===== config.mk =====
export PLATFORM = sky130hd
export DESIGN_NAME = rtos_down_timer
export DESIGN_NICKNAME = d
export VERILOG_FILES = /design/src/rtl/rtos_down_timer_pkg.sv /design/src/rtl/rtos_down_timer.sv /design/src/rtl/rtos_prescaler.sv /design/src/rtl/rtos_sticky_flags.sv
export VERILOG_INCLUDE_DIRS = /design/src /design/src/rtl
export SDC_FILE = /design/constraint.sdc
export NUM_CORES = 1
export LEC_CHECK = 0
export BUFFER_PORTS_ARGS = -buffer_cell sky130_fd_sc_hd__buf_2
export CORE_AREA = 5 5 94 96
export CTS_CLUSTER_SIZE = 10
export DETAILED_ROUTE_END_ITERATION = 7
export DIE_AREA = 0 0 99 101
export GPL_TIMING_DRIVEN = 0
export PLACE_DENSITY = 0.79
export RECOVER_POWER = 100
export SYNTH_ARGS = -nofsm -noshare
export SYNTH_HDL_FRONTEND = slang
export SYNTH_HIERARCHICAL = 1
export SYNTH_SLANG_ARGS = --single-unit

===== constraint.sdc =====
create_clock -name pclk -period 3.4 [get_ports pclk]
set_input_delay 0.17 -clock pclk [delete_from_list [all_inputs] [get_ports pclk]]
set_output_delay 0.17 -clock pclk [all_outputs]
set_load 0.005 [all_outputs]

===== src/rtl/rtos_down_timer_defs.svh =====
// Register map, field positions, reset values and counts of the timer.
`ifndef RTOS_DOWN_TIMER_DEFS_SVH
`define RTOS_DOWN_TIMER_DEFS_SVH

// ----------------------------------------------------------------------------
// Register byte addresses
// ----------------------------------------------------------------------------
`define RTOS_LOAD_ADDR        32'hffff_0300
`define RTOS_COUNT_ADDR       32'hffff_0304
`define RTOS_CONTROL_ADDR     32'hffff_0308
`define RTOS_IRQ_CLEAR_ADDR   32'hffff_030c
`define IRQ_STATUS_ADDR       32'hffff_0310
`define IRQ_MASK_ADDR         32'hffff_0314

// ----------------------------------------------------------------------------
// Control and status field positions
// ----------------------------------------------------------------------------
`define CTRL_ENABLE_BIT       7
`define CTRL_PERIODIC_BIT     6
`define CTRL_SRC_MSB          5
`define CTRL_SRC_LSB          4
`define CTRL_DIV_MSB          3
`define CTRL_DIV_LSB          2
`define STATUS_TC_BIT         0

// ----------------------------------------------------------------------------
// Reset values and prescaler counts
// ----------------------------------------------------------------------------
`define LOAD_RESET            16'h0000
`define COUNT_RESET           16'hffff
`define MASK_RESET            1'h1
`define DIV16_LAST            8'h0f
`define DIV256_LAST           8'hff
`define DIV1_LAST             8'h00

`endif


===== src/rtl/rtos_down_timer_pkg.sv =====
// Types shared by the timer and its prescaler.
package rtos_down_timer_pkg;

   // Prescaler source select.
   typedef enum logic [1:0] {
      src_core      = 2'h0,
      src_undivided = 2'h1,
      src_slow      = 2'h2,
      src_reserved  = 2'h3
   } clk_src_t;

   // Prescale division select.
   typedef enum logic [1:0] {
      div_1     = 2'h0,
      div_16    = 2'h1,
      div_256   = 2'h2,
      div_1_alt = 2'h3
   } prescale_t;

   // Bus answer phase.
   typedef enum logic {
      ph_idle   = 1'h0,
      ph_answer = 1'h1
   } apb_phase_t;

   // Control register fields, bits 7:2.
   typedef struct packed {
      logic      enable;
      logic      periodic;
      clk_src_t  src;
      prescale_t div;
   } ctrl_t;

   // Whole state of the timer top.
   typedef struct packed {
      apb_phase_t  phase;
      logic [31:0] rdata;
      logic        slverr;
      ctrl_t       ctrl;
      logic [15:0] load;
      logic [15:0] count;
      logic        mask;
      logic        irq;
      logic        trig;
   } timer_state_t;

   // Whole state of the prescaler.
   typedef struct packed {
      logic [7:0] cnt;
   } prescaler_state_t;

endpackage


===== src/rtl/rtos_down_timer.sv =====
// Sixteen-bit down-counting timer with APB registers and interrupt.
//
// Added by the designer: the APB register port.
`include "rtos_down_timer_defs.svh"

module rtos_down_timer (
   // Clock and reset.
   input  wire logic        pclk,
   input  wire logic        presetn,
   // APB slave.
   input  wire logic        psel,
   input  wire logic        penable,
   input  wire logic        pwrite,
   input  wire logic [31:0] paddr,
   input  wire logic [31:0] pwdata,
   output logic      [31:0] prdata,
   output logic             pready,
   output logic             pslverr,
   // Alternative source enables, one cycle each.
   input  wire logic        undivided_clock_tick,
   input  wire logic        slow_clock_tick,
   // Interrupt and conversion trigger.
   output logic             irq,
   output logic             adc_trigger
);

   // -------------------------------------------------------------------------
   // Declarations
   // -------------------------------------------------------------------------
   rtos_down_timer_pkg::timer_state_t st;
   rtos_down_timer_pkg::timer_state_t next_st;
   rtos_down_timer_pkg::ctrl_t        wr_ctrl;
   logic        commit;
   logic        wr_load;
   logic        wr_ctrl_en;
   logic        wr_clear;
   logic        wr_status;
   logic        wr_mask;
   logic        setup;
   logic        tick;
   logic        tc;
   logic        status;
   logic        status_clear;

   // Tells whether an address names a register.
   function automatic logic mapped(input logic [31:0] addr);
      mapped = (addr == `RTOS_LOAD_ADDR) || (addr == `RTOS_COUNT_ADDR) ||
               (addr == `RTOS_CONTROL_ADDR) ||
               (addr == `RTOS_IRQ_CLEAR_ADDR) ||
               (addr == `IRQ_STATUS_ADDR) || (addr == `IRQ_MASK_ADDR);
   endfunction

   // Tells whether a committing write targets one address.
   function automatic logic hit(input logic [31:0] addr,
                                input logic [31:0] want);
      hit = (addr == want);
   endfunction

   // -------------------------------------------------------------------------
   // Bus decode
   // -------------------------------------------------------------------------

   // A write commits at the edge where the access phase sees pready.
   assign setup      = psel && !penable &&
                       (st.phase == rtos_down_timer_pkg::ph_idle);
   assign commit     = psel && penable && pwrite &&
                       (st.phase == rtos_down_timer_pkg::ph_answer);
   assign wr_load    = commit && hit(paddr, `RTOS_LOAD_ADDR);
   assign wr_ctrl_en = commit && hit(paddr, `RTOS_CONTROL_ADDR);
   assign wr_clear   = commit && hit(paddr, `RTOS_IRQ_CLEAR_ADDR);
   assign wr_status  = commit && hit(paddr, `IRQ_STATUS_ADDR);
   assign wr_mask    = commit && hit(paddr, `IRQ_MASK_ADDR);

   // Control fields as written; reserved bits are dropped.
   assign wr_ctrl.enable   = pwdata[`CTRL_ENABLE_BIT];
   assign wr_ctrl.periodic = pwdata[`CTRL_PERIODIC_BIT];
   assign wr_ctrl.src      = rtos_down_timer_pkg::clk_src_t'(
                                pwdata[`CTRL_SRC_MSB:`CTRL_SRC_LSB]);
   assign wr_ctrl.div      = rtos_down_timer_pkg::prescale_t'(
                                pwdata[`CTRL_DIV_MSB:`CTRL_DIV_LSB]);

   // Any data written to the clear register drops the request.
   assign status_clear = wr_clear ||
                         (wr_status && pwdata[`STATUS_TC_BIT]);

   // Reaching zero is a tick taking the count from one to zero.
   assign tc = st.ctrl.enable && tick && !wr_ctrl_en &&
               (st.count == 16'h0001);

   // -------------------------------------------------------------------------
   // Submodules
   // -------------------------------------------------------------------------

   // Prescaler restarts on each control write.
   rtos_prescaler u_prescaler (
      .pclk           (pclk),
      .presetn        (presetn),
      .src            (st.ctrl.src),
      .div            (st.ctrl.div),
      .run            (st.ctrl.enable),
      .restart        (wr_ctrl_en),
      .undivided_tick (undivided_clock_tick),
      .slow_tick      (slow_clock_tick),
      .tick           (tick)
   );

   // Pending terminal-count flag.
   rtos_sticky_flags #(
      .WIDTH (1)
   ) u_flags (
      .pclk    (pclk),
      .presetn (presetn),
      .set     (tc),
      .clear   (status_clear),
      .flags   (status)
   );

   // -------------------------------------------------------------------------
   // Next state
   // -------------------------------------------------------------------------

   // Bus answer, register writes, counting and event outputs.
   always_comb begin
      next_st      = st;
      next_st.trig = tc;
      next_st.irq  = status && st.mask;
      unique case (st.phase)
         rtos_down_timer_pkg::ph_idle: begin
            if (setup) begin
               next_st.phase  = rtos_down_timer_pkg::ph_answer;
               next_st.slverr = !mapped(paddr);
               next_st.rdata  = 32'h0000_0000;
               if (!pwrite) begin
                  if (paddr == `RTOS_LOAD_ADDR) begin
                     next_st.rdata = {16'h0000, st.load};
                  end else if (paddr == `RTOS_COUNT_ADDR) begin
                     next_st.rdata = {16'h0000, st.count};
                  end else if (paddr == `RTOS_CONTROL_ADDR) begin
                     next_st.rdata = {24'h00_0000, st.ctrl, 2'h0};
                  end else if (paddr == `IRQ_STATUS_ADDR) begin
                     next_st.rdata = {31'h0000_0000, status};
                  end else if (paddr == `IRQ_MASK_ADDR) begin
                     next_st.rdata = {31'h0000_0000, st.mask};
                  end
               end
            end
         end
         rtos_down_timer_pkg::ph_answer: begin
            next_st.phase = rtos_down_timer_pkg::ph_idle;
         end
      endcase
      if (wr_load) begin
         next_st.load = pwdata[15:0];
      end
      if (wr_mask) begin
         next_st.mask = pwdata[`STATUS_TC_BIT];
      end
      if (wr_ctrl_en) begin
         // A control write starts the count afresh.
         next_st.ctrl  = wr_ctrl;
         next_st.count = wr_ctrl.periodic ? st.load : `COUNT_RESET;
      end else if (st.ctrl.enable && tick) begin
         if (st.count == 16'h0000) begin
            if (st.ctrl.periodic) begin
               next_st.count = st.load;
            end else begin
               next_st.count = `COUNT_RESET;
            end
         end else begin
            next_st.count = st.count - 16'h0001;
         end
      end
   end

   // -------------------------------------------------------------------------
   // State register and outputs
   // -------------------------------------------------------------------------

   // All state in one register.
   always_ff @(posedge pclk or negedge presetn) begin
      if (!presetn) begin
         st       <= '0;
         st.load  <= `LOAD_RESET;
         st.count <= `COUNT_RESET;
         st.mask  <= `MASK_RESET;
      end else begin
         st <= next_st;
      end
   end

   // Outputs come straight from the state register.
   assign prdata      = st.rdata;
   assign pready      = (st.phase == rtos_down_timer_pkg::ph_answer);
   assign pslverr     = st.slverr;
   assign irq         = st.irq;
   assign adc_trigger = st.trig;

   // -------------------------------------------------------------------------
   // Assertions
   // -------------------------------------------------------------------------

   // Enabled ticks at a nonzero count step it down by one.
   property p_count_down;
      @(posedge pclk) disable iff (!presetn)
      (st.ctrl.enable && tick && !wr_ctrl_en && st.count != 16'h0000)
      |=> (st.count == $past(st.count) - 16'h0001);
   endproperty
   a_count_down: assert property (p_count_down)
      else $error("count did not step down by one");

   // Free-running mode wraps from zero to full scale.
   property p_free_wrap;
      @(posedge pclk) disable iff (!presetn)
      (st.ctrl.enable && !st.ctrl.periodic && tick && !wr_ctrl_en &&
       st.count == 16'h0000) |=> (st.count == 16'hffff);
   endproperty
   a_free_wrap: assert property (p_free_wrap)
      else $error("free-running count did not wrap to full scale");

   // Periodic mode reloads from the load register at zero.
   property p_periodic_reload;
      @(posedge pclk) disable iff (!presetn)
      (st.ctrl.enable && st.ctrl.periodic && tick && !wr_ctrl_en &&
       st.count == 16'h0000) |=> (st.count == $past(st.load));
   endproperty
   a_periodic_reload: assert property (p_periodic_reload)
      else $error("periodic count did not reload");

   // A disabled timer holds its count.
   property p_disabled_hold;
      @(posedge pclk) disable iff (!presetn)
      (!st.ctrl.enable && !wr_ctrl_en) |=> $stable(st.count);
   endproperty
   a_disabled_hold: assert property (p_disabled_hold)
      else $error("disabled timer changed its count");

   // Reaching zero sets the request and, if unmasked, the interrupt.
   property p_tc_irq;
      @(posedge pclk) disable iff (!presetn)
      (tc && st.mask && !wr_mask) |=> status ##1 irq;
   endproperty
   a_tc_irq: assert property (p_tc_irq)
      else $error("terminal count did not raise the interrupt");

   // A clear write without a new event drops the request.
   property p_clear_drops;
      @(posedge pclk) disable iff (!presetn)
      (wr_clear && !tc) |=> !status;
   endproperty
   a_clear_drops: assert property (p_clear_drops)
      else $error("clear write left the request pending");

   // A new event wins over a coinciding clear.
   property p_set_wins;
      @(posedge pclk) disable iff (!presetn)
      (status_clear && tc) |=> status;
   endproperty
   a_set_wins: assert property (p_set_wins)
      else $error("clear beat a coinciding terminal count");

   // The trigger is a single pulse after each terminal count.
   property p_trigger;
      @(posedge pclk) disable iff (!presetn)
      tc |=> adc_trigger ##1 (adc_trigger == $past(tc));
   endproperty
   a_trigger: assert property (p_trigger)
      else $error("conversion trigger did not follow terminal count");

   // A read of the value register returns the count of the setup cycle.
   property p_read_count;
      @(posedge pclk) disable iff (!presetn)
      (setup && !pwrite && paddr == `RTOS_COUNT_ADDR)
      |=> (pready && prdata == {16'h0000, $past(st.count)});
   endproperty
   a_read_count: assert property (p_read_count)
      else $error("value read did not return the current count");

   // A control write loads the start value for the chosen mode.
   property p_start;
      @(posedge pclk) disable iff (!presetn)
      wr_ctrl_en |=> (st.count == ($past(pwdata[`CTRL_PERIODIC_BIT]) ?
                                   $past(st.load) : 16'hffff));
   endproperty
   a_start: assert property (p_start)
      else $error("control write did not restart the count");

   // A pending request stays set until a clear strobe.
   property p_irq_holds;
      @(posedge pclk) disable iff (!presetn)
      (status && !status_clear) |=> status;
   endproperty
   a_irq_holds: assert property (p_irq_holds)
      else $error("pending request dropped without a clear");

   // An unmasked pending request drives the interrupt line.
   property p_irq_follows;
      @(posedge pclk) disable iff (!presetn)
      (status && st.mask) |=> irq;
   endproperty
   a_irq_follows: assert property (p_irq_follows)
      else $error("unmasked request did not raise the interrupt");

   // With no request pending the interrupt line falls.
   property p_irq_drops;
      @(posedge pclk) disable iff (!presetn)
      !status |=> !irq;
   endproperty
   a_irq_drops: assert property (p_irq_drops)
      else $error("interrupt stayed high with no request pending");

   // A load write stores the low half of the bus data.
   property p_load_write;
      @(posedge pclk) disable iff (!presetn)
      wr_load |=> (st.load == $past(pwdata[15:0]));
   endproperty
   a_load_write: assert property (p_load_write)
      else $error("load write did not store the data");

   // A disabled timer gets no prescaler ticks.
   property p_disabled_tick;
      @(posedge pclk) disable iff (!presetn)
      !st.ctrl.enable |-> !tick;
   endproperty
   a_disabled_tick: assert property (p_disabled_tick)
      else $error("disabled timer received a tick");

   // The reserved source code gives no ticks at all.
   property p_reserved_src;
      @(posedge pclk) disable iff (!presetn)
      (st.ctrl.src == rtos_down_timer_pkg::src_reserved) |-> !tick;
   endproperty
   a_reserved_src: assert property (p_reserved_src)
      else $error("reserved source produced a tick");

   // Prescale code 11 ticks on every core cycle, like divide by one.
   property p_div_alt;
      @(posedge pclk) disable iff (!presetn)
      (st.ctrl.enable && !wr_ctrl_en &&
       st.ctrl.src == rtos_down_timer_pkg::src_core &&
       st.ctrl.div == rtos_down_timer_pkg::div_1_alt) |-> tick;
   endproperty
   a_div_alt: assert property (p_div_alt)
      else $error("prescale code 11 did not divide by one");

   // Main scenarios.
   c_periodic_tc: cover property (@(posedge pclk) disable iff (!presetn)
      tc && st.ctrl.periodic);
   c_free_wrap: cover property (@(posedge pclk) disable iff (!presetn)
      st.ctrl.enable && !st.ctrl.periodic && tick && st.count == 16'h0000);
   c_set_wins: cover property (@(posedge pclk) disable iff (!presetn)
      tc && wr_clear);
   c_count_read: cover property (@(posedge pclk) disable iff (!presetn)
      setup && !pwrite && paddr == `RTOS_COUNT_ADDR);
   c_irq_clear: cover property (@(posedge pclk) disable iff (!presetn)
      wr_clear && status);

endmodule // rtos_down_timer


===== src/rtl/rtos_prescaler.sv =====
// Source select and divider producing the counter's tick enable.
`include "rtos_down_timer_defs.svh"

module rtos_prescaler (
   // Clock and reset.
   input  wire logic                       pclk,
   input  wire logic                       presetn,
   // Selection and run control.
   input  wire rtos_down_timer_pkg::clk_src_t  src,
   input  wire rtos_down_timer_pkg::prescale_t div,
   input  wire logic                       run,
   input  wire logic                       restart,
   // Source enables.
   input  wire logic                       undivided_tick,
   input  wire logic                       slow_tick,
   // Counter tick.
   output logic                            tick
);

   rtos_down_timer_pkg::prescaler_state_t st;
   rtos_down_timer_pkg::prescaler_state_t next_st;
   logic       src_tick;
   logic [7:0] last;

   // Pick the source enable; the reserved code gives no ticks.
   always_comb begin
      unique case (src)
         rtos_down_timer_pkg::src_core:      src_tick = 1'b1;
         rtos_down_timer_pkg::src_undivided: src_tick = undivided_tick;
         rtos_down_timer_pkg::src_slow:      src_tick = slow_tick;
         rtos_down_timer_pkg::src_reserved:  src_tick = 1'b0;
      endcase
      unique case (div)
         rtos_down_timer_pkg::div_16:    last = `DIV16_LAST;
         rtos_down_timer_pkg::div_256:   last = `DIV256_LAST;
         rtos_down_timer_pkg::div_1,
         rtos_down_timer_pkg::div_1_alt: last = `DIV1_LAST;
      endcase
   end

   // One tick per prescale count of source enables.
   assign tick = run && !restart && src_tick && (st.cnt == last);

   // Divider count, cleared on restart and while stopped.
   always_comb begin
      next_st = st;
      if (restart || !run) begin
         next_st.cnt = 8'h00;
      end else if (src_tick) begin
         next_st.cnt = (st.cnt == last) ? 8'h00 : st.cnt + 8'h01;
      end
   end

   // State register.
   always_ff @(posedge pclk or negedge presetn) begin
      if (!presetn) begin
         st <= '0;
      end else begin
         st <= next_st;
      end
   end

endmodule // rtos_prescaler


===== src/rtl/rtos_sticky_flags.sv =====
// Sticky status flags, set by events, cleared by software.
module rtos_sticky_flags #(
   parameter int WIDTH = 1
) (
   // Clock and reset.
   input  wire logic             pclk,
   input  wire logic             presetn,
   // Event and clear strobes.
   input  wire logic [WIDTH-1:0] set,
   input  wire logic [WIDTH-1:0] clear,
   // Flag levels.
   output logic      [WIDTH-1:0] flags
);

   logic [WIDTH-1:0] next_flags;

   // A set in the same cycle as a clear keeps the flag high.
   always_comb begin
      next_flags = (flags & ~clear) | set;
   end

   // Flag register.
   always_ff @(posedge pclk or negedge presetn) begin
      if (!presetn) begin
         flags <= '0;
      end else begin
         flags <= next_flags;
      end
   end

endmodule // rtos_sticky_flags


==> flow_summary.json <==
{
  "ys_async_sr_fraction_pct": 100,
  "clockRootBuffer": "clkbuf_8",
  "p_leak_nw": 2.38,
  "cp_max_fo": 10,
  "route.antenna.remaining_nets": 0,
  "min_from": "pwdata[9]",
  "antenna_found_initial": 0,
  "skew_ps": 8.27,
  "dp_hpwl_um": 7680,
  "fp-row-count": 33,
  "port_buffers": 72,
  "endpoint": "st[14]$_DFFE_PN1P_",
  "die-area_mm2": 0.0100,
  "cts_htree_levels": 3,
  "holdCritPathClass": "in2reg",
  "slew_headroom_pct": -7.54,
  "worst_skew_pair.late_latency_ps": 340,
  "syn_area_mm2": 0.00410,
  "final_common_cell": "buf_2",
  "drt-initial-drc-count": 208,
  "synth-xor-area-share_pct": 2.99,
  "gp_congestion": 0.881,
  "diodes": 0,
  "synth_top_family_by_area": "simple AND/OR/NAND/NOR gates",
  "slew_violations": 69,
  "grt_start_max_net_pins": 69,
  "final_core_util_pct": 60.0,
  "clock-sinks": 68,
  "cts_tree": "done",
  "synth_mux_area_share_pct": 9.13,
  "powerDensity_mw_per_mm2": 313,
  "reg2regPathDepth": 13,
  "finalHoldViolCount": 0,
  "start_util_pct": 51.4,
  "fmax_ghz": 0.316,
  "routed_wl_um": 10100,
  "fin_ws_ps": 231,
  "synth.distinct_cells": 61,
  "fin_nets": 594,
  "worstMarginPinSlew_ps": 1610,
  "grt_usage_pct": 20.8,
  "die_h_um": 101,
  "firstDrtPassIters": 4,
  "total_power_mw": 1.50,
  "coreArea_mm2": 0.00797,
  "synth_compound_area_share_pct": 15.4,
  "fin_crit_sh_pct": 93.2,
  "synth_seq_area_share_pct": 42.0,
  "syn_inst": 416,
  "layout-drive-gt1-share_pct": 31.5,
  "cp-start-kind": "flop",
  "busiest_layer": "met2",
  "final_cell_mix": "buf_2, dfrtp_1, nand2_1",
  "cts.clk_slew.worst_paths_ps": 70,
  "drv_cap": 1,
  "setup_viol": 0,
  "wl_per_cell_um": 16.1,
  "grt_pass1_vias": 3372,
  "gr-total-overflow": 0,
  "cts_buffer_depth": 2,
  "synth_simple_gate_area_share_pct": 19.1,
  "startpoint": "pready$_DFF_PN0_",
  "syn_to_final_growth_pct": 16.7,
  "synth_edf_count": 0,
  "outcome": "finished, violations left",
  "avgSynthCellArea_um2": 9.85,
  "crit_required_ps": 3680,
  "r2r_slack_ps": 230,
  "arrival_ps": 3450,
  "regArea_mm2": 0.00172,
  "fin_crit_ps": 3170,
  "cts_buffers": 9,
  "ir_worst_vdd_v": 0.000195,
  "timing.rr.end": "st[14]$_DFFE_PN1P_",
  "viasPerCell": 5.54,
  "die_w_um": 99,
  "drc_errors": 0,
  "multiInputGateArea_mm2": 0.00199,
  "violations": "capacitance limit, slew limit",
  "end_kind": "flop",
  "io_pins": 107,
  "grt_util_met1_pct": 26.6,
  "use_met2_pct": 34.3,
  "min_path_cells": 2,
  "synthAdderAreaFrac_pct": 1.53,
  "grt_first_pass_wirelength_um": 16600,
  "rsz0062_at_grt": "false",
  "synth_flop_cell": "dfrtp_1",
  "met3_usage_pct": 5.12,
  "via_count": 3478,
  "r2r_start": "pready$_DFF_PN0_",
  "preCtsSetupSlack_ps": -714,
  "ys_warn_count": 6,
  "crit_type": "reg2reg",
  "fill_cells": 733,
  "ys_ff_latch": 68
}
-- what timing repair did --
item,in CTS,in global routing
hold buffers,1,0
pin swaps,0,2
buffers inserted,0,4
gates resized for setup,4,7
endpoints found under the hold margin,51,0
endpoints found under the setup margin,18,13
-- cell type report --
class	count	area share, %
multi-input combinational	295	41.6
sequential	68	36.0
timing repair buffer	77	8.24
buffer	49	6.38
clock buffer	12	3.04
tap	105	2.75
inverter	18	1.47
clock inverter	4	0.523
-- logic make-up (layout without fill, tap and decap cells) --
family	count (synthesis)	after routing
XOR/XNOR	14	14
adder cells (fa/ha/maj)	5	5
multiplexers	30	30
AND/OR/NAND/NOR	141	141
buffers and inverters	68	160
other	1	16
flip-flops	68	68
AO/OA/AOI/OAI	89	89
-- flip-flops by register name, summed over array words and instances (netlist names) --
register / count
adc_trigger: 1
irq: 1
prdata: 16
pready: 1
pslverr: 1
st: 39
u_flags/flags: 1
u_prescaler/st: 8
-- worst max-delay path: stages, from the launching register on --
cell and delay [ps]:
dfrtp_1 390, nand4_1 170, nor3_1 100, nand3_2 200, inv_4 80, buf_2 200
or2b_2 340, a211o_1 320, nor2_2 190, and2_4 220, nand4_1 190, nor4_2 380
xor2_1 170, o22a_1 160
-- power by group --
group | leakage (nW) | switching (mW) | internal (mW)
registers | 0.856 | 0.000388 | 0.810
clock network | 0.0824 | 0.297 | 0.282
logic | 1.44 | 0.0586 | 0.0475
-- per-stage QoR --
step	hold WS, ps	TNS [ps]	area, um2	std cells
6_report	38.1	0	4780	628
5_1_grt	33.5	0	4780	628
4_1_cts	34.4	0	4840	624
3_5_place_dp	323	-7780	4650	608
3_3_place_gp	390	-7280	4650	608
2_1_floorplan	-126	0	4160	431
-- layer usage --
layer | vias up | share of wire, % | wire length, um
met5 | - | 0 | 0
met4 | 0 | 1.8 | 180
met3 | 16 | 8.0 | 806
met2 | 140 | 48 | 4860
met1 | 1672 | 42 | 4270
li1 | 1650 | - | -
-- synthesized netlist by cell type, types with 2 or more instances --
library cell	n	area [um2]
a211o_1	2	17.5
a211oi_1	2	15.0
a21oi_1	19	95.1
a221o_1	3	30.0
a22o_2	3	30.0
a31oi_1	8	50.1
and2_1	4	25.0
buf_4	32	240
clkbuf_1	15	56.3
dfrtp_1	51	1280
dfstp_2	17	447
ha_1	5	62.6
inv_1	17	63.8
mux2_2	9	101
mux2_4	10	150
mux2i_1	10	100
nand2_1	47	176
nand2b_1	4	25.0
nand3_1	8	40.0
nand4_1	7	43.8
nand4b_1	4	35.0
nor2_1	25	93.8
nor3_1	10	50.1
nor3b_1	5	37.5
nor4_1	5	31.3
nor4_4	2	42.5
o21ai_0	22	110
o22a_1	10	87.6
o311ai_0	2	17.5
o41a_1	3	33.8
o41ai_1	7	61.3
or2_2	3	18.8
or3b_2	2	17.5
or4_1	4	30.0
xnor2_1	3	26.3
xor2_1	11	96.3
-- worst min path at each step --
| stage | to | slack [ps] |
|---|---|---|
| after floorplan | adc_trigger$_DFF_PN0_ | -130 |
| after global placement | st[37]$_DFFE_PN0P_ | 390 |
| after detailed placement | u_prescaler/st[6]$_DFFE_PN0P_ | 320 |
| after CTS | st[37]$_DFFE_PN0P_ | 30 |
| after global routing | st[29]$_DFFE_PN0P_ | 30 |
| final | st[28]$_DFFE_PN0P_ | 40 |
(Power assumes the default switching activity.)
